File: config.mk
export PLATFORM = sky130hd
export DESIGN_NAME = rss_sequencer
export DESIGN_NICKNAME = d
export VERILOG_FILES = /design/src/inc/rss_pkg.sv /design/src/hdl/rss_sequencer.sv
export VERILOG_INCLUDE_DIRS = /design/src /design/src/inc
export SDC_FILE = /design/constraint.sdc
export NUM_CORES = 1
export LEC_CHECK = 0
export ABC_AREA = 1
export BUFFER_PORTS_ARGS = -buffer_cell sky130_fd_sc_hd__buf_2
export CAP_MARGIN = 20
export CELL_PAD_IN_SITES_DETAIL_PLACEMENT = 1
export CELL_PAD_IN_SITES_GLOBAL_PLACEMENT = 2
export CORE_MARGIN = 8
export CORE_UTILIZATION = 31
export CTS_BUF_LIST = sky130_fd_sc_hd__clkbuf_4
export CTS_CLUSTER_DIAMETER = 100
export DETAILED_ROUTE_END_ITERATION = 10
export GPL_TIMING_DRIVEN = 0
export PLACE_DENSITY_LB_ADDON = 0.15
export SYNTH_ARGS = -nofsm -noshare
export SYNTH_HDL_FRONTEND = slang
export SYNTH_SLANG_ARGS = --single-unit
File: constraint.sdc
create_clock -name pclk -period 1.9 [get_ports pclk]
set_clock_uncertainty 0.05 [all_clocks]
set_input_delay 0.38 -clock pclk [delete_from_list [all_inputs] [get_ports pclk]]
set_output_delay 0.38 -clock pclk [all_outputs]
set_load 0.05 [all_outputs]
File: src/inc/rss_regs.svh
`ifndef RSS_REGS_SVH
`define RSS_REGS_SVH

// Register byte offsets
`define RSS_CFG_OFFSET 12'h000
`define RSS_STAT_OFFSET 12'h004

// Configuration register fields
`define RSS_CFG_OSC_LO 0
`define RSS_CFG_OSC_HI 1
`define RSS_CFG_POWERUP_TIMER_EN_N 2
`define RSS_CFG_BOR_EN 3

// Status register fields
`define RSS_STAT_CAUSE_POR 0
`define RSS_STAT_CAUSE_BOR 1
`define RSS_STAT_CAUSE_MASTER_CLEAR_N 2
`define RSS_STAT_STATE_LO 4
`define RSS_STAT_STATE_HI 6
`define RSS_STAT_CORE_RUN 8
`define RSS_STAT_WAKE_STALL 9

// Reset values
`define RSS_CFG_OSC_RESET 2'h1
`define RSS_CFG_POWERUP_TIMER_EN_N_RESET 1'h0
`define RSS_CFG_BOR_EN_RESET 1'h1

// Timing
`define RSS_CLK_MHZ 200
`define RSS_POWERUP_TIMER_MS 72
`define RSS_POWERUP_TIMER_CYCLES (`RSS_POWERUP_TIMER_MS * 1000 * `RSS_CLK_MHZ)
`define RSS_TBOR_US 100
`define RSS_TBOR_CYCLES (`RSS_TBOR_US * `RSS_CLK_MHZ)
`define RSS_OST_CYCLES 1024

`endif

File: src/inc/rss_pkg.sv
package rss_pkg;

  // Oscillator mode selection
  typedef enum logic [1:0] {
    low_power_crystal_mode = 2'h0,
    crystal_resonator_mode = 2'h1,
    high_speed_crystal_mode = 2'h2,
    resistor_capacitor_mode = 2'h3
  } rss_osc_mode_t;

  // Sequencer states
  typedef enum logic [2:0] {
    st_por,
    st_powerup_timer,
    st_ost,
    st_bor,
    st_master_clear_n,
    st_run,
    st_wake_ost
  } rss_state_t;

  // All state of the sequencer
  typedef struct packed {
    logic [3:0] sync1;
    logic [3:0] sync2;
    logic [3:0] sync3;
    logic [3:0] filt;
    rss_state_t state;
    logic [23:0] powerup_timer_cnt;
    logic [23:0] bor_cnt;
    logic [10:0] ost_cnt;
    rss_osc_mode_t osc_sel;
    logic powerup_timer_en_n;
    logic bor_en;
    logic [2:0] cause;
    logic core_reset_n;
    logic wake_stall;
    logic pready;
    logic pslverr;
    logic [31:0] prdata;
  } rss_regs_t;

endpackage

File: src/hdl/rss_sequencer.sv
`include "rss_regs.svh"

module rss_sequencer #(
  parameter int POWERUP_TIMER_CYCLES = `RSS_POWERUP_TIMER_CYCLES,
  parameter int TBOR_CYCLES = `RSS_TBOR_CYCLES
) (
  // Clock and reset
  input wire logic pclk,
  input wire logic presetn,
  // APB slave
  input wire logic psel,
  input wire logic penable,
  input wire logic pwrite,
  input wire logic [11:0] paddr,
  input wire logic [31:0] pwdata,
  output logic [31:0] prdata,
  output logic pready,
  output logic pslverr,
  // Analog detectors and pins
  input wire logic vdd_ok,
  input wire logic brownout_detect,
  input wire logic master_clear_n,
  input wire logic osc_input_pin,
  // Core side
  input wire logic sleep_wake,
  output logic core_reset_n,
  output logic wake_stall
);
  import rss_pkg::*;

  // Terminal counts; every counter starts from zero
  localparam logic [23:0] POWERUP_TIMER_LAST = 24'(POWERUP_TIMER_CYCLES - 1);
  localparam logic [23:0] TBOR_LAST = 24'(TBOR_CYCLES - 1);
  localparam logic [10:0] OST_LAST = 11'(`RSS_OST_CYCLES - 1);

  // Whole sequencer state and its next value
  rss_regs_t r_ff;
  rss_regs_t nxt_r;

  // Decoded views of the state and the bus
  logic vdd_good;
  logic below;
  logic master_clear_n_n;
  logic osc_rise;
  logic bor_trip;
  logic crystal;
  logic access;
  logic addr_ok;
  logic [31:0] cfg_word;
  logic [31:0] stat_word;
  logic [31:0] rd_word;

  // Filtered pin levels and oscillator edge
  assign vdd_good = r_ff.filt[0];
  assign below = r_ff.filt[1];
  assign master_clear_n_n = r_ff.filt[2];

  // Oscillator edge: stages agree high while the filter is still low
  assign osc_rise = !r_ff.filt[3] && r_ff.sync2[3] && r_ff.sync3[3];

  // Mode and brown-out qualification
  assign crystal = r_ff.osc_sel != resistor_capacitor_mode;
  assign bor_trip = r_ff.bor_en && below && (r_ff.bor_cnt >= TBOR_LAST);

  // Bus decode
  assign access = psel && penable;
  assign addr_ok = (paddr == `RSS_CFG_OFFSET) ||
                   (paddr == `RSS_STAT_OFFSET);

  // Configuration word as software sees it
  always_comb begin
    cfg_word = 32'h0;
    cfg_word[`RSS_CFG_OSC_HI:`RSS_CFG_OSC_LO] = r_ff.osc_sel;
    cfg_word[`RSS_CFG_POWERUP_TIMER_EN_N] = r_ff.powerup_timer_en_n;
    cfg_word[`RSS_CFG_BOR_EN] = r_ff.bor_en;
  end

  // Status word: causes, state and the two core flags
  always_comb begin
    stat_word = 32'h0;
    stat_word[`RSS_STAT_CAUSE_MASTER_CLEAR_N:`RSS_STAT_CAUSE_POR] = r_ff.cause;
    stat_word[`RSS_STAT_STATE_HI:`RSS_STAT_STATE_LO] = r_ff.state;
    stat_word[`RSS_STAT_CORE_RUN] = r_ff.core_reset_n;
    stat_word[`RSS_STAT_WAKE_STALL] = r_ff.wake_stall;
  end

  // Read data mux, unmapped offsets read as zero
  always_comb begin
    rd_word = 32'h0;
    if (paddr == `RSS_CFG_OFFSET) begin
      rd_word = cfg_word;
    end else if (paddr == `RSS_STAT_OFFSET) begin
      rd_word = stat_word;
    end
  end

  // Next state
  always_comb begin
    nxt_r = r_ff;

    // Three-stage synchronisers, change accepted when stages two and three agree
    // Stage one may be metastable, so only stages two and three are read
    nxt_r.sync1 = {osc_input_pin, master_clear_n, brownout_detect, vdd_ok};
    nxt_r.sync2 = r_ff.sync1;
    nxt_r.sync3 = r_ff.sync2;
    for (int i = 0; i < 4; i++) begin
      if (r_ff.sync2[i] == r_ff.sync3[i]) begin
        nxt_r.filt[i] = r_ff.sync3[i];
      end
    end

    // Brown-out qualifying counter, short dips clear it
    // It saturates, so a long dip cannot wrap back to zero
    if (r_ff.bor_en && below) begin
      if (r_ff.bor_cnt < TBOR_LAST) begin
        nxt_r.bor_cnt = r_ff.bor_cnt + 24'h1;
      end
    end else begin
      nxt_r.bor_cnt = 24'h0;
    end

    // Sequencer
    case (r_ff.state)
      st_por: begin
        // Only a rising supply is watched here
        if (vdd_good) begin
          nxt_r.powerup_timer_cnt = 24'h0;
          nxt_r.state = r_ff.powerup_timer_en_n ? st_ost : st_powerup_timer;
          if (r_ff.powerup_timer_en_n && !crystal) begin
            nxt_r.state = st_run;
          end
          nxt_r.ost_cnt = 11'h0;
        end
      end

      st_powerup_timer: begin
        // Timer counts pclk cycles, core held
        if (r_ff.bor_en && below) begin
          nxt_r.state = st_bor;
          nxt_r.cause[`RSS_STAT_CAUSE_BOR] = 1'b1;
        end else if (r_ff.powerup_timer_cnt == POWERUP_TIMER_LAST) begin
          // Start-up count only for a power-on cause in crystal modes
          nxt_r.ost_cnt = 11'h0;
          if (crystal && r_ff.cause[`RSS_STAT_CAUSE_POR]) begin
            nxt_r.state = st_ost;
          end else begin
            nxt_r.state = master_clear_n_n ? st_run : st_master_clear_n;
          end
        end else begin
          nxt_r.powerup_timer_cnt = r_ff.powerup_timer_cnt + 24'h1;
        end
      end

      st_ost: begin
        // Count oscillator pin cycles after the timer, or straight after power-on when the timer is disabled
        // Each filtered rising edge is one oscillator cycle
        if (osc_rise) begin
          nxt_r.ost_cnt = r_ff.ost_cnt + 11'h1;
          if (r_ff.ost_cnt == OST_LAST) begin
            nxt_r.state = master_clear_n_n ? st_run : st_master_clear_n;
          end
        end
      end

      st_bor: begin
        // Wait for supply recovery, then restart the timer, or go straight to run when it is disabled
        if (!below) begin
          nxt_r.powerup_timer_cnt = 24'h0;
          nxt_r.state = r_ff.powerup_timer_en_n ? st_run : st_powerup_timer;
        end
      end

      st_master_clear_n: begin
        // External hold, no timer on release
        if (master_clear_n_n) begin
          nxt_r.state = st_run;
        end
      end

      st_run, st_wake_ost: begin
        // Running, or running with the wake count
        // Brown-out outranks master clear
        if (bor_trip) begin
          nxt_r.state = st_bor;
          nxt_r.cause[`RSS_STAT_CAUSE_BOR] = 1'b1;
        end else if (!master_clear_n_n) begin
          nxt_r.state = st_master_clear_n;
          nxt_r.cause[`RSS_STAT_CAUSE_MASTER_CLEAR_N] = 1'b1;
        end else if (r_ff.state == st_run) begin
          // Wake count only in crystal modes
          if (sleep_wake && crystal) begin
            nxt_r.state = st_wake_ost;
            nxt_r.ost_cnt = 11'h0;
          end
        end else if (osc_rise) begin
          nxt_r.ost_cnt = r_ff.ost_cnt + 11'h1;
          if (r_ff.ost_cnt == OST_LAST) begin
            nxt_r.state = st_run;
          end
        end
      end

      default: begin
        // Illegal codes restart the power-on path
        nxt_r.state = st_por;
      end
    endcase

    // Outputs follow the next state
    // so the ports change on the same edge as the state
    nxt_r.core_reset_n = (nxt_r.state == st_run) ||
                         (nxt_r.state == st_wake_ost);
    nxt_r.wake_stall = nxt_r.state == st_wake_ost;

    // APB: one wait state, write acts on the edge that sees pready
    // First access cycle answers; the cycle seen with pready commits
    if (access && !r_ff.pready) begin
      // Unmapped offsets answer with an error and change nothing
      nxt_r.pready = 1'b1;
      nxt_r.pslverr = !addr_ok;
      nxt_r.prdata = pwrite ? 32'h0 : rd_word;
    end else if (access) begin
      nxt_r.pready = 1'b0;
      nxt_r.pslverr = 1'b0;
      if (pwrite && paddr == `RSS_CFG_OFFSET) begin
        // Configuration takes effect on the committing edge
        nxt_r.osc_sel = rss_osc_mode_t'(
          pwdata[`RSS_CFG_OSC_HI:`RSS_CFG_OSC_LO]);
        nxt_r.powerup_timer_en_n = pwdata[`RSS_CFG_POWERUP_TIMER_EN_N];
        nxt_r.bor_en = pwdata[`RSS_CFG_BOR_EN];
      end else if (pwrite && paddr == `RSS_STAT_OFFSET) begin
        // Write one to clear; a cause set this cycle is kept
        nxt_r.cause = (r_ff.cause & ~pwdata[2:0]) |
                      (nxt_r.cause & ~r_ff.cause);
      end
    end else begin
      nxt_r.pready = 1'b0;
      nxt_r.pslverr = 1'b0;
    end
  end

  // State register
  always_ff @(posedge pclk or negedge presetn) begin
    if (!presetn) begin
      r_ff <= '{
        // Filters idle at supply low, no brown-out, clear released
        sync1: 4'h4,
        sync2: 4'h4,
        sync3: 4'h4,
        filt: 4'h4,
        // Sequencer waits for the supply at power-on
        state: st_por,
        powerup_timer_cnt: 24'h0,
        bor_cnt: 24'h0,
        ost_cnt: 11'h0,
        // Configuration defaults
        osc_sel: rss_osc_mode_t'(`RSS_CFG_OSC_RESET),
        powerup_timer_en_n: `RSS_CFG_POWERUP_TIMER_EN_N_RESET,
        bor_en: `RSS_CFG_BOR_EN_RESET,
        // Power-on is the recorded cause
        cause: 3'h1,
        // Core held, bus idle
        core_reset_n: 1'b0,
        wake_stall: 1'b0,
        pready: 1'b0,
        pslverr: 1'b0,
        prdata: 32'h0
      };
    end else begin
      r_ff <= nxt_r;
    end
  end

  // Bus answer straight from the state register
  assign prdata = r_ff.prdata;
  assign pready = r_ff.pready;
  assign pslverr = r_ff.pslverr;

  // Core reset and wake flag straight from the state register
  assign core_reset_n = r_ff.core_reset_n;
  assign wake_stall = r_ff.wake_stall;

endmodule

* After elaboration in Yosys (flattened, before gate mapping)
Index checks and enable logic that the tools add are counted.
** Word-level totals
- Flip-flop bits (word level) :: 121
- Input bits :: 54
- Logic and storage cells :: 131
** Cells by class
- Add/sub/neg operators :: 3
- Order comparisons :: 2
- Equal/unequal tests :: 25
- Mux-type cells :: 47
- Bitwise logic cells :: 7
- Reduce and logical (&&, ||, !) cells :: 26
** Operators with widths (count)
- 2-to-1 mux 24 bit :: 4
- 2-to-1 mux 11 bit :: 8
- case mux 24 bit (3 select lines) :: 1
- 2-to-1 mux 27 bit :: 2
- 2-to-1 mux 3 bit :: 18
- adder 24 x 1 -> 24 bit, second input constant :: 2
- case mux 11 bit (4 select lines) :: 1
- 2-to-1 mux 32 bit :: 1
- == test 24 bit, second input constant :: 1
- greater-or-equal comparator 24 x 15 -> 1 bit, second input constant :: 1
- less-than comparator 24 x 15 -> 1 bit, second input constant :: 1
- 2-to-1 mux 10 bit :: 2
- case mux 3 bit (6 select lines) :: 1
- != test 2 bit, second input constant :: 8
- == test 3 bit, second input constant :: 5
- == test 12 x 3 -> 1 bit, second input constant :: 1
- zero test 12 bit :: 1
- adder 11 x 1 -> 11 bit, second input constant :: 1
- == test 11 x 10 -> 1 bit, second input constant :: 1
- logical AND 1 bit :: 11
- AND reduction 7 bit :: 1
- bitwise AND 3 bit :: 2
- == test 3 x 2 -> 1 bit, second input constant :: 2
- 2-to-1 mux 1 bit :: 6
- 18 further kinds :: 28

* Longest topological paths before layout
Gate-level depths: netlist of the first run.
- Depth in word-level cells :: 10
- Gate-level depth with buffers :: 13

* Worst setup path before layout of the first run
OpenSTA, ideal clock, no wires.
- Kind :: register to register
- Start point :: register r_ff[78] (netlist bit)
- End point :: register r_ff[52] (netlist bit)
- Arrival :: 1601 ps
- Path slack :: 122 ps
- Cell stages (with the launch flop) :: 14
- Buffers on the path :: 1
- Period minus slack after synthesis :: 1778 ps
- Cell sequence :: dfrtp_1 ha_1 nand3_1 inv_2 nand2_1 inv_2 nand3_1 nand2_1 nand4_1 inv_1 nand2_1 buf_4 nand2_1 o21ai_0
** Between the ends
- Cells in the longest elaborated chain, start to end :: 3
** RTL lines
- start: declaration :: RTL line rss_sequencer.sv:37 : rss_regs_t r_ff;
- start signal: assignment :: RTL line rss_sequencer.sv:245 : r_ff <= '{
- start signal: assignment :: RTL line rss_sequencer.sv:270 : r_ff <= nxt_r;
- == test 24 bit :: RTL line rss_sequencer.sv:141 : end else if (r_ff.powerup_timer_cnt == POWERUP_TIMER_LAST) begin
- != test 2 bit (no line)
- AND reduction 7 bit (no line)
Every way passes these cells.
A chain may end at the register's enable or synchronous reset.

* Worst setup path after layout of the first run
- Start point :: register r_ff[78] (netlist bit)
- End point :: register r_ff[48] (netlist bit)
Same word-level chain as after synthesis.

==> results of run 1 <==
## logic make-up after synthesis
family                   share of synthesized area
other                                     0.000666
buffers and inverters                        0.121
flip-flops                                   0.437
AND/OR/NAND/NOR                              0.291
XOR/XNOR                                    0.0280
multiplexers                               0.00400
adder cells (fa/ha/maj)                     0.0120
AO/OA/AOI/OAI                                0.106
## worst max-delay path, cell delays in order (launching register included)
cell and delay (ns):
dfrtp_1 0.43, ha_4 0.17, nand3_4 0.09, inv_2 0.08
nand2_2 0.06, inv_2 0.09, nand3_2 0.08, nand2_2 0.08
nand4_1 0.15, inv_1 0.11, nand2_2 0.10, buf_6 0.15
nand2_1 0.06, o21ai_1 0.06
## power by group
| part | internal (uW) | switching, uW | total (uW) |
|---|---|---|---|
| clock | 584 | 746 | 1330 |
| sequential | 2200 | 105 | 2300 |
| combinational | 220 | 406 | 626 |
## state kept, by name, summed over array words and instances (netlist names)
signal            count
nxt_r                 8
pready                1
prdata                9
pslverr               1
cfg_word              4
below                 1
r_ff                 71
wake_stall            1
master_clear_n_n      1
core_reset_n          1
## worst max path at each step
stage / from / endpoint / slack, ns
after global placement: presetn / nxt_r[116]$_DFF_PN0_ / -0.80
final: r_ff[78]$_DFFE_PN0P_ / r_ff[48]$_DFFE_PN0P_ / 0.05
after CTS: r_ff[79]$_DFFE_PN0P_ / r_ff[52]$_DFFE_PN0P_ / -0.003
after floorplan: r_ff[78]$_DFFE_PN0P_ / r_ff[52]$_DFFE_PN0P_ / 0.12
after detailed placement: r_ff[78]$_DFFE_PN0P_ / r_ff[52]$_DFFE_PN0P_ / -0.30
after global routing: r_ff[78]$_DFFE_PN0P_ / r_ff[48]$_DFFE_PN0P_ / -0.09
## stage by stage
step,hold slack (ns),instances,TNS [ns]
6_report,0.0724,1088,0
5_1_grt,0.0390,1088,-1.73
4_1_cts,0.0241,1069,-0.00292
3_5_place_dp,0.286,1027,-7.32
3_3_place_gp,0.285,1026,-80.37
2_1_floorplan,0.0344,759,0
## synth_stat cells, types with 3 or more instances
master	count
nand2_1	166
dfrtp_1	91
nor2_1	86
inv_1	85
nand3_1	49
o21ai_0	39
buf_4	37
nor3_1	28
a21oi_1	24
nand4_1	20
xor2_1	18
o21ai_1	12
nand3b_1	8
dfstp_2	7
inv_2	7
clkbuf_1	6
o31ai_1	6
o2111ai_1	4
a211oi_1	3
buf_2	3
ha_1	3
maj3_1	3
nand2_4	3
or2_2	3
## cell usage in the layout (no fill, tap or decap), types with 18 or more instances in the layout
| cell | synthesis | routed |
|---|---|---|
| nand4_1 | 20 | 20 |
| buf_4 | 37 | 70 |
| buf_2 | 3 | 38 |
| xor2_1 | 18 | 18 |
| dfrtp_1 | 91 | 86 |
| conb_1 | 1 | 23 |
| nand3_1 | 49 | 45 |
| a21oi_1 | 24 | 23 |
| nand2_1 | 166 | 146 |
| inv_1 | 85 | 80 |
| o21ai_0 | 39 | 34 |
| nor2_1 | 86 | 76 |
| nor3_1 | 28 | 26 |
## area by class of cell
class | count | area, um2
inverters | 92 | 354
plain buffers | 47 | 368
well taps | 229 | 287
clock buffers | 12 | 90.1
repair buffers | 84 | 591
multi-input cells | 521 | 2810
diodes | 1 | 2.50
clock inverters | 4 | 76.3
fillers | 2225 | 10900
flip-flops and latches | 98 | 2470
## what timing repair did
action / 4_1_cts / 5_1_grt
resized for setup: 32 / 68
pin swaps: 7 / 10
setup buffers: 19 / 17
hold buffers: 6 / 0
gates cloned: 1 / 2
endpoints found under the setup margin: 51 / 47
endpoints found under the hold margin: 59 / 0
## layer usage
layer  up-vias  global-route usage
met5         -                   0
met4         0              0.0554
met3        16              0.0212
met2        49               0.260
met1      2521               0.195
li1       2579                   -
==> impl_results.md, run 1 <==
- Synth Register Bits: 98
- Fin util: 0.393
- Top FF cell, synth: dfrtp_1
- # IOs: 90
- Hold Crit Class: input port to flop
- Leakage power: 0.00328 uW
- First-pass DRT Iterations: 4
- Skew-Pair Late Insertion Delay: 0.47 ns
- Hold depth: 3
- Synthesized netlist cell count: ~740
- PD cells: around 600 nW/um2
- Clock Pin Slew Worst Setup and Hold Paths: 0.16 ns
- WP data arrival: 2.17 ns
- Initial antenna violation count: 1
- Number of global-route vias before repair: 5,476
- Measured slew at the worst slew-check pin: 0.795 ns
- Rel. slew slack: 0.470
- Initial DRC count: 170
- Largest net degree at the start of global routing: 56
- Max-cap violation count: 0
- # port buffers: 38
- Ys Warns: 0
- Synth area leader: dfrtp_1
- CTS tree: yes
- Ranking of synthesized cells by area: dfrtp_1 (40%), nand2_1 (11%), nor2_1 (5.7%), inv_1 (5.7%), buf_4 (4.9%)
- M1 WL: 7880 um
- FF-to-FF End: r_ff[48]$_DFFE_PN0P_
- Worst path required time: 2.22 ns
- WL/cell: 15.5 um
- Placed cell area: 6220 um2
- Critical path class: flop to flop
- Share of the synthesized area in the top cell type: 0.404
- VDD IR-drop max: 0.000410 V
- Synth cell types: 42
- Clock root cell: clkbuf_4
- Clock tree buffer depth: 2
- Layout cells sized above 1: 0.261
- Die Width: 151 um
- Crit path max fanout: 5
- Grt ovf: 0
- Beginning of the worst hold path: penable
- Mean area per synthesized cell: around 7.6 um2
- H-Tree Depth: 3
- Pwr Total: 4260 uW
- Core Box Area: 17,900 um2
- Sequential area share after synthesis: 0.437
- First-pass GRT wire length: 27,800 um
- Nets@finish: 910
- Final WS setup: between 0.04 and 0.05 ns
- Vias per std cell: 4.75
- Area grow syn2layout: 25.0%
- Num CTS Buffers: 9
- DRT Wirelength: 16,800 um
- GP Congestion: 0.832
- Hpwl dp: 12,300 um
- Clk sinks: 98
- Post-Syn Area: approximately 5600 um2
- Met3 routed WL: between 400 and 500 um
- Register-to-Register Path Depth: 13
- Vias: 5,165
- Final Hold Vio Count: 0
- Synth async-reset ratio: 1.00
- Unrepaired setup endpoints after global routing: true
- Antenna Nets Post-Route: 0
- Die ar.: 22,700 um2
- Crit end category: flop
- Post-route DRC violation count: 0
- Starting Density: 0.315
- R2R setup slack: 0.05 ns
- Design Area, Final: between 7000 and 8000 um2
- Post-synth EDFFs: 0
- FP Rows: 49
- Setup crit start kind: flop
- Total global-route track usage: 0.153
- Final Cycle Share: 0.975
- Slew Viols, Final: 0
- DR WL met2: a little over 8000 um
- Max layer used: met4
- Post-Place Worst Slack: -0.304 ns
- Status: completed
- Critical R2R Launch: r_ff[78]$_DFFE_PN0P_
- Setup violators final: 0
- Die height: 151 um
- Fmax: around 540 MHz
- Tmin final: approximately 1.9 ns
- Hold Crit Endpoint: pready$_DFF_PN0_
(Power assumes the default switching activity.)
==> run 2: changes to the inputs <==
--- a/config.mk
+++ b/config.mk
@@ -11,7 +11,7 @@
 export CAP_MARGIN = 20
 export CELL_PAD_IN_SITES_DETAIL_PLACEMENT = 1
 export CELL_PAD_IN_SITES_GLOBAL_PLACEMENT = 2
-export CORE_MARGIN = 8
+export CORE_MARGIN = 2
 export CORE_UTILIZATION = 31
 export CTS_BUF_LIST = sky130_fd_sc_hd__clkbuf_4
 export CTS_CLUSTER_DIAMETER = 100
==> run 2 against run 1 <==
  * Final area shrank 0.73%
  * Count of clock-buffer cells in the layout shrank 3
  * Fmax grew 0.30%
  * Combinational power grew 3%
  * Critical path depth is the same
  * Power shrank 3.4%
  * Wire length shrank 0.85%
  * Global-route usage grew 2.3 points
  * Non-clock buffer count grew 5
  * Register-to-register slack is essentially flat
  * Largest cell class unchanged
  * Largest power group unchanged
==> impl_results.md, run 2 (synthesis gave the netlist of run 1 again) <==
- Top reg by flops: r_ff
- DRT Wirelength: 16,700 um (-0.85%)
- Post-route DRC violation count: 0 (unchanged)
- Hold Crit Endpoint: pready$_DFF_PN0_
- FP Rows: 49 (unchanged)
- Slowest-stage cell, CP: dfrtp_1
- Worst hold slack: 0.0514 ns (-0.0210 ns)
- Final Hold Vio Count: 0 (unchanged)
- Clock root cell: clkbuf_4
- CP max stage delay: 0.42 ns (about the same)
- Vias per std cell: 4.83 (+1.8%)
- # port buffers: 38 (unchanged)
- Crit path max fanout: 5 (unchanged)
- Final Cycle Share: 0.972 (-0.00293)
- Max reg flops: 71 (unchanged)
- Layout cells sized above 1: 0.263 (+0.00196)
- Starting Density: 0.315 (unchanged)
- Leakage power: 0.00329 uW (+0.28%)
- Commonest non-fill, non-tap cell in the layout: nand2_1
- Die height: 139 um (-8.0%)
- Unrepaired setup endpoints after global routing: true
- Grt ovf: 0 (unchanged)
- Crit end category: flop
- Placed cell area: 6220 um2 (unchanged)
- Antenna Nets Post-Route: 0 (unchanged)
- Tmin final: 1.85 ns (-0.00556 ns)
- Status: completed
- Num CTS Buffers: 9 (unchanged)
- WP data arrival: 2.19 ns (+0.02 ns)
- Initial DRC count: 199 (+17%)
- Setup crit start kind: flop
- CTS tree: yes
- Die ar.: 19,300 um2 (-15%)
- Slew Viols, Final: 0 (unchanged)
- Critical R2R Launch: r_ff[78]$_DFFE_PN0P_
- Critical path cell sequence: ha_4, nand3_4, inv_2, nand2_2, inv_2, nand3_2, nand2_2, nand4_1, inv_1, nand2_4, buf_6, nand2_1, o21ai_0
- Rel. slew slack: 0.654 (+0.185)
- Clock tree buffer depth: 2 (unchanged)
- Hold depth: 3 (unchanged)
- Setup TNS Final: 0 ns (unchanged)
- Vias: 5,281 (+2.2%)
- Fmax: 542 MHz (+0.30%)
- Skew-Pair Late Insertion Delay: 0.50 ns (+0.03 ns)
- Measured slew at the worst slew-check pin: 0.518 ns (-0.277 ns)
- VDD IR-drop max: 0.000243 V (-41%)
- Area grow syn2layout: 24.1%
- Largest net degree at the start of global routing: 65 (+16%)
- FF-to-FF End: r_ff[52]$_DFFE_PN0P_
- WL/cell: 15.3 um (-1.3%)
- Fin util: 0.390 (-0.00287)
- Number of global-route vias before repair: 5,667 (+3.5%)
- Critical path class: flop to flop
- # IOs: 90 (unchanged)
- Most frequent cells in the layout: nand2_1 (152), dfrtp_1 (85), inv_1 (79), buf_4 (78), nor2_1 (69)
- Register-to-Register Path Depth: 13 (unchanged)
- Max-cap violation count: 0 (unchanged)
- PD cells: 588 nW/um2 (-2.7%)
- Design Area, Final: 6990 um2 (-0.73%)
- First-pass DRT Iterations: 4 (unchanged)
- Die Width: 139 um (-8.0%)
- Initial antenna violation count: 1 (unchanged)
- R2R setup slack: 0.05 ns (about the same)
- Hpwl dp: 12,300 um (-0.21%)
- Core Box Area: 17,900 um2 (unchanged)
- Worst path required time: 2.24 ns (+0.02 ns)
- GP Congestion: 0.889 (+6.8%)
- Setup violators final: 0 (unchanged)
- Clk sinks: 98 (unchanged)
- Nets@finish: 915 (+0.55%)
- Clock Pin Slew Worst Setup and Hold Paths: 0.19 ns (+0.03 ns)
- Hold Crit Class: input port to flop
- H-Tree Depth: 3 (unchanged)
- Total global-route track usage: 0.176 (+0.0226)
- Beginning of the worst hold path: penable
- First-pass GRT wire length: 27,700 um (-0.45%)
[run 2: cell types whose count changed in the layout (fill, tap and decap cells not counted), moves of 2 or more]
cell / previous run / this run
buf_4: 70 / 78
nor2_2: 6 / 14
nor2_1: 76 / 69
nand2_1: 146 / 152
nand2_2: 17 / 11
o21ai_1: 11 / 16
o21ai_2: 6 / 1
clkbuf_4: 12 / 9
inv_8: 0 / 3
bufinv_16: 2 / 0
nor3_2: 1 / 3
[run 2: critical path: cells and delay by family, from the launching register on]
family | cells | cell delay [ns]
simple gates | 7 | 0.60
flops | 1 | 0.42
fa+ha+maj | 1 | 0.18
compound gates | 1 | 0.07
buf+inv | 4 | 0.45
[run 2: per-layer routing]
metal | global-route usage | part of all wire | up-vias | wire, um
li1 | - | - | 2592 | -
met1 | 0.223 | 0.46 | 2601 | 7710
met2 | 0.306 | 0.49 | 61 | 8210
met3 | 0.0242 | 0.022 | 27 | 362
met4 | 0.0670 | 0.024 | 0 | 394
met5 | 0 | 0 | - | 0
[run 2: stage by stage]
stage / std cells / worst slack (ns) / total power, uW
6_report: 1093 / 0.0533 / 4110
5_1_grt: 1093 / -0.0776 / 4350
4_1_cts: 1064 / -0.0245 / 4120
3_5_place_dp: 1027 / -0.360 / 2870
3_3_place_gp: 1026 / -0.787 / 2840
2_1_floorplan: 759 / 0.122 / 2680
[run 2: cell type report]
type	instances	area, um2
Inverter	92	354
Multi-Input combinational cell	521	2770
Clock inverter	7	67.6
Antenna cell	1	2.50
Buffer	48	367
Tap cell	229	287
Fill cell	2240	10900
Timing Repair Buffer	88	611
Sequential cell	98	2470
Clock buffer	9	67.6
[run 2: worst max path at each step]
stage	start	end	slack, ns	depth (start not counted)
2_1_floorplan	r_ff[78]$_DFFE_PN0P_	r_ff[52]$_DFFE_PN0P_	0.12	13
3_3_place_gp	presetn	r_ff[78]$_DFFE_PN0P_	-0.79	1
3_5_place_dp	r_ff[78]$_DFFE_PN0P_	r_ff[43]$_DFFE_PN0P_	-0.36	11
4_1_cts	r_ff[54]$_DFFE_PN0P_	r_ff[43]$_DFFE_PN0P_	-0.02	11
5_1_grt	r_ff[78]$_DFFE_PN0P_	r_ff[52]$_DFFE_PN0P_	-0.08	13
6_report	r_ff[78]$_DFFE_PN0P_	r_ff[52]$_DFFE_PN0P_	0.05	13
[run 2: power breakdown]
part	total, uW	switching (uW)	internal [uW]
sequential	2300	105	2200
combinational	644	417	228
clock	1170	859	308
[run 2: what timing repair did]
item                       4_1_cts  5_1_grt
hold buffers                     6        0
setup endpoints to repair       53       47
hold endpoints to repair        39        0
gates cloned                     1        1
buffers inserted                14       27
resized for setup               41       48
pin swaps                        4       13
==> run 3: changes to the inputs <==
--- a/config.mk
+++ b/config.mk
@@ -12,7 +12,7 @@
 export CELL_PAD_IN_SITES_DETAIL_PLACEMENT = 1
 export CELL_PAD_IN_SITES_GLOBAL_PLACEMENT = 2
 export CORE_MARGIN = 2
-export CORE_UTILIZATION = 31
+export CORE_UTILIZATION = 30
 export CTS_BUF_LIST = sky130_fd_sc_hd__clkbuf_4
 export CTS_CLUSTER_DIAMETER = 100
 export DETAILED_ROUTE_END_ITERATION = 10
==> constraint.sdc (replaced) <==
create_clock -name pclk -period 2 [get_ports pclk]
set_clock_uncertainty 0.05 [all_clocks]
set_input_delay 0.4 -clock pclk [delete_from_list [all_inputs] [get_ports pclk]]
set_output_delay 0.4 -clock pclk [all_outputs]
set_load 0.05 [all_outputs]
==> run 3 against run 2 <==
  * Combinational power shrank 12%
  * Via count shrank 2.7%
  * Core utilization shrank 2.0 points
  * Global-route usage shrank 0.96 points
  * Die area grew 3.2%
  * Critical path depth shrank 3
  * Final area shrank 1.4%
  * Wire length shrank 1.7%
  * Flip-flop and latch count is the same
  * Largest power group unchanged
  * Highest routed layer unchanged
==> impl_results.md, run 3 (synthesis gave the netlist of run 1 again) <==
- CTS tree: yes
- FP Rows: 50 (+2.0%)
- Register Area: 2470 um2 (unchanged)
- Core Box Area: 18,600 um2 (+3.8%)
- Die height: 141 um (+1.6%)
- Antenna Nets Post-Route: 0 (unchanged)
- Rel. slew slack: 0.555 (-0.0991)
- Clk pwr share: 0.269 (-0.015)
- First-pass GRT wire length: 26,600 um (-4.0%)
- Skew-Pair Late Insertion Delay: 0.49 ns (about the same)
- Die Width: 141 um (+1.6%)
- Num CTS Buffers: 9 (unchanged)
- Measured slew at the worst slew-check pin: 0.667 ns (+0.149 ns)
- PD cells: 547 nW/um2 (-7.1%)
- Vias: 5,140 (-2.7%)
- First-pass DRT Iterations: 4 (unchanged)
- Number of global-route vias before repair: 5,282 (-6.8%)
- CP max stage delay: 0.43 ns (about the same)
- Layout cells sized above 1: 0.234 (-0.0292)
- Tmin final: 1.92 ns (+0.0746 ns)
- Unrepaired setup endpoints after global routing: true
- Int Power: 2560 uW (-6.4%)
- Final Hold Vio Count: 0 (unchanged)
- Flop pwr share: 0.580 (+0.020)
- Max reg flops: 71 (unchanged)
- Slowest-stage cell, CP: dfrtp_1
- Clock tree buffer depth: 2 (unchanged)
- Area grow syn2layout: 22.3%
- Leakage power: 0.00320 uW (-2.7%)
- Switching share of power: 0.321 (-0.0145)
- VDD IR-drop max: 0.000238 V (-2.0%)
- Vias per std cell: 4.73 (-2.0%)
- Crit end category: flop
- Most used cell, CP: nand2_1
- Gate power share: 0.151 (-0.006)
- Slew Viols, Final: 0 (unchanged)
- Final Cycle Share: 0.961 (-0.0113)
- # port buffers: 38 (unchanged)
- WP data arrival: 2.25 ns (+0.06 ns)
- Largest net degree at the start of global routing: 53 (-18%)
- Most frequent cells in the layout: nand2_1 (156), dfrtp_1 (85), inv_1 (80), nor2_1 (75), buf_4 (62)
- H-Tree Depth: 3 (unchanged)
- Crit path max fanout: 10 (+5)
- Die ar.: 19,900 um2 (+3.2%)
- Hold Crit Class: input port to flop
- Placed cell area: 6230 um2 (+0.10%)
- Commonest non-fill, non-tap cell in the layout: nand2_1
- Initial antenna violation count: 1 (unchanged)
- Fmax: 520 MHz (-3.9%)
- Design Area, Final: 6890 um2 (-1.4%)
- Setup crit start kind: flop
- Critical path cell sequence: nand2_1, inv_2, nand2_1, nor2_1, nand3_2, nand2_2, nand4_1, a21oi_2, buf_6, o21ai_0
- Total global-route track usage: 0.166 (-0.00964)
- Worst path required time: 2.33 ns (+0.09 ns)
- Final WS setup: 0.0787 ns (+0.0254 ns)
- Clock Pin Slew Worst Setup and Hold Paths: 0.17 ns (-0.02 ns)
- Setup TNS Final: 0 ns (unchanged)
- Clock root cell: clkbuf_4
- Initial DRC count: 162 (-19%)
- Hpwl dp: 12,000 um (-2.5%)
- Fillers: 2,282 (+1.9%)
- Top reg by flops: r_ff
- Post-route DRC violation count: 0 (unchanged)
- Grt ovf: 0 (unchanged)
- WL/cell: 15.1 um (-1.1%)
- Net Sw Power: 1210 uW (-12%)
- Multi-input gate area: 2720 um2 (-1.5%)
- Critical path class: flop to flop
- GP Congestion: 0.819 (-7.9%)
- Post-Place Worst Slack: -0.335 ns (+0.0255 ns)
- Setup violators final: 0 (unchanged)
- Starting Density: 0.303 (-0.0115)
- # IOs: 90 (unchanged)
- DRT Wirelength: 16,400 um (-1.7%)
- Status: completed
- Max-cap violation count: 0 (unchanged)
- Nets@finish: 903 (-1.3%)
- Clk sinks: 98 (unchanged)
-- run 3: cell count changes in the layout (fill, tap and decap cells not counted), moves of 3 or more --
cell | before | now
nor2_1 | 69 | 75
nand2_4 | 7 | 4
nand2_1 | 152 | 156
nor2_2 | 14 | 7
buf_6 | 7 | 4
clkbuf_4 | 9 | 13
buf_4 | 78 | 62
o21ai_0 | 34 | 37
o21ai_1 | 16 | 13
-- run 3: worst max-delay path: cells and delay by family, from the launching register on --
family	cells	cell delay [ns]
compound gates	2	0.31
simple gates	6	0.74
buf+inv	2	0.28
flops	1	0.43
-- run 3: cell type report --
cell class | instances | area share
sequential | 98 | 0.358
timing repair buffer | 76 | 0.0813
clock buffer | 10 | 0.0109
antenna | 1 | 0.000363
multi-input combinational | 521 | 0.395
tap | 234 | 0.0425
buffer | 48 | 0.0537
inverter | 92 | 0.0517
clock inverter | 6 | 0.00617
-- run 3: power groups by stage --
stage	combinational, uW	clock, uW	sequential [uW]
6_report	567	1020	2190
5_1_grt	639	1160	2200
4_1_cts	547	1100	2170
3_5_place_dp	511	0	2210
3_3_place_gp	493	0	2200
2_1_floorplan	359	0	2190
-- run 3: what timing repair did --
action,CTS,global route
hold endpoints to repair,48,0
setup endpoints to repair,45,44
gates resized for setup,18,50
pin swaps,0,9
hold buffers,6,0
gates cloned,0,2
buffers inserted,6,23
-- run 3: stage by stage --
step	total power, uW	cells	utilization	hold WS, ns
floorplan	2550	759	-	0.0544
global placement	2690	1031	0.334	0.284
detailed placement	2720	1032	0.335	0.287
CTS	3820	1060	0.350	0.0330
global route	3990	1086	0.371	0.0599
finish	3770	1086	0.371	0.0897
-- run 3: metal layers --
metal / vias to the layer above / track usage / wire (um)
li1: 2559 / - / -
met1: 2529 / 0.216 / 7800
met2: 45 / 0.290 / 8180
met3: 7 / 0.0272 / 308
met4: 0 / 0.0426 / 106
met5: - / 0 / 0
-- run 3: worst paths after layout --
check | end | slack, ns | depth (start not counted) | start
setup / recovery | r_ff[43]$_DFFE_PN0P_ | 0.08 | 10 | r_ff[97]$_DFFE_PN0P_
hold / removal | pready$_DFF_PN0_ | 0.09 | 3 | penable
setup reg to reg | r_ff[43]$_DFFE_PN0P_ | 0.08 | 10 | r_ff[97]$_DFFE_PN0P_
hold reg to reg | nxt_r[112]$_DFF_PN0_ | 0.32 | 0 | nxt_r[116]$_DFF_PN0_
max in group asynchronous | nxt_r[115]$_DFF_PN1_ | 0.73 | 3 | presetn
min in group asynchronous | prdata[1]$_DFFE_PN0P_ | 0.42 | 2 | presetn
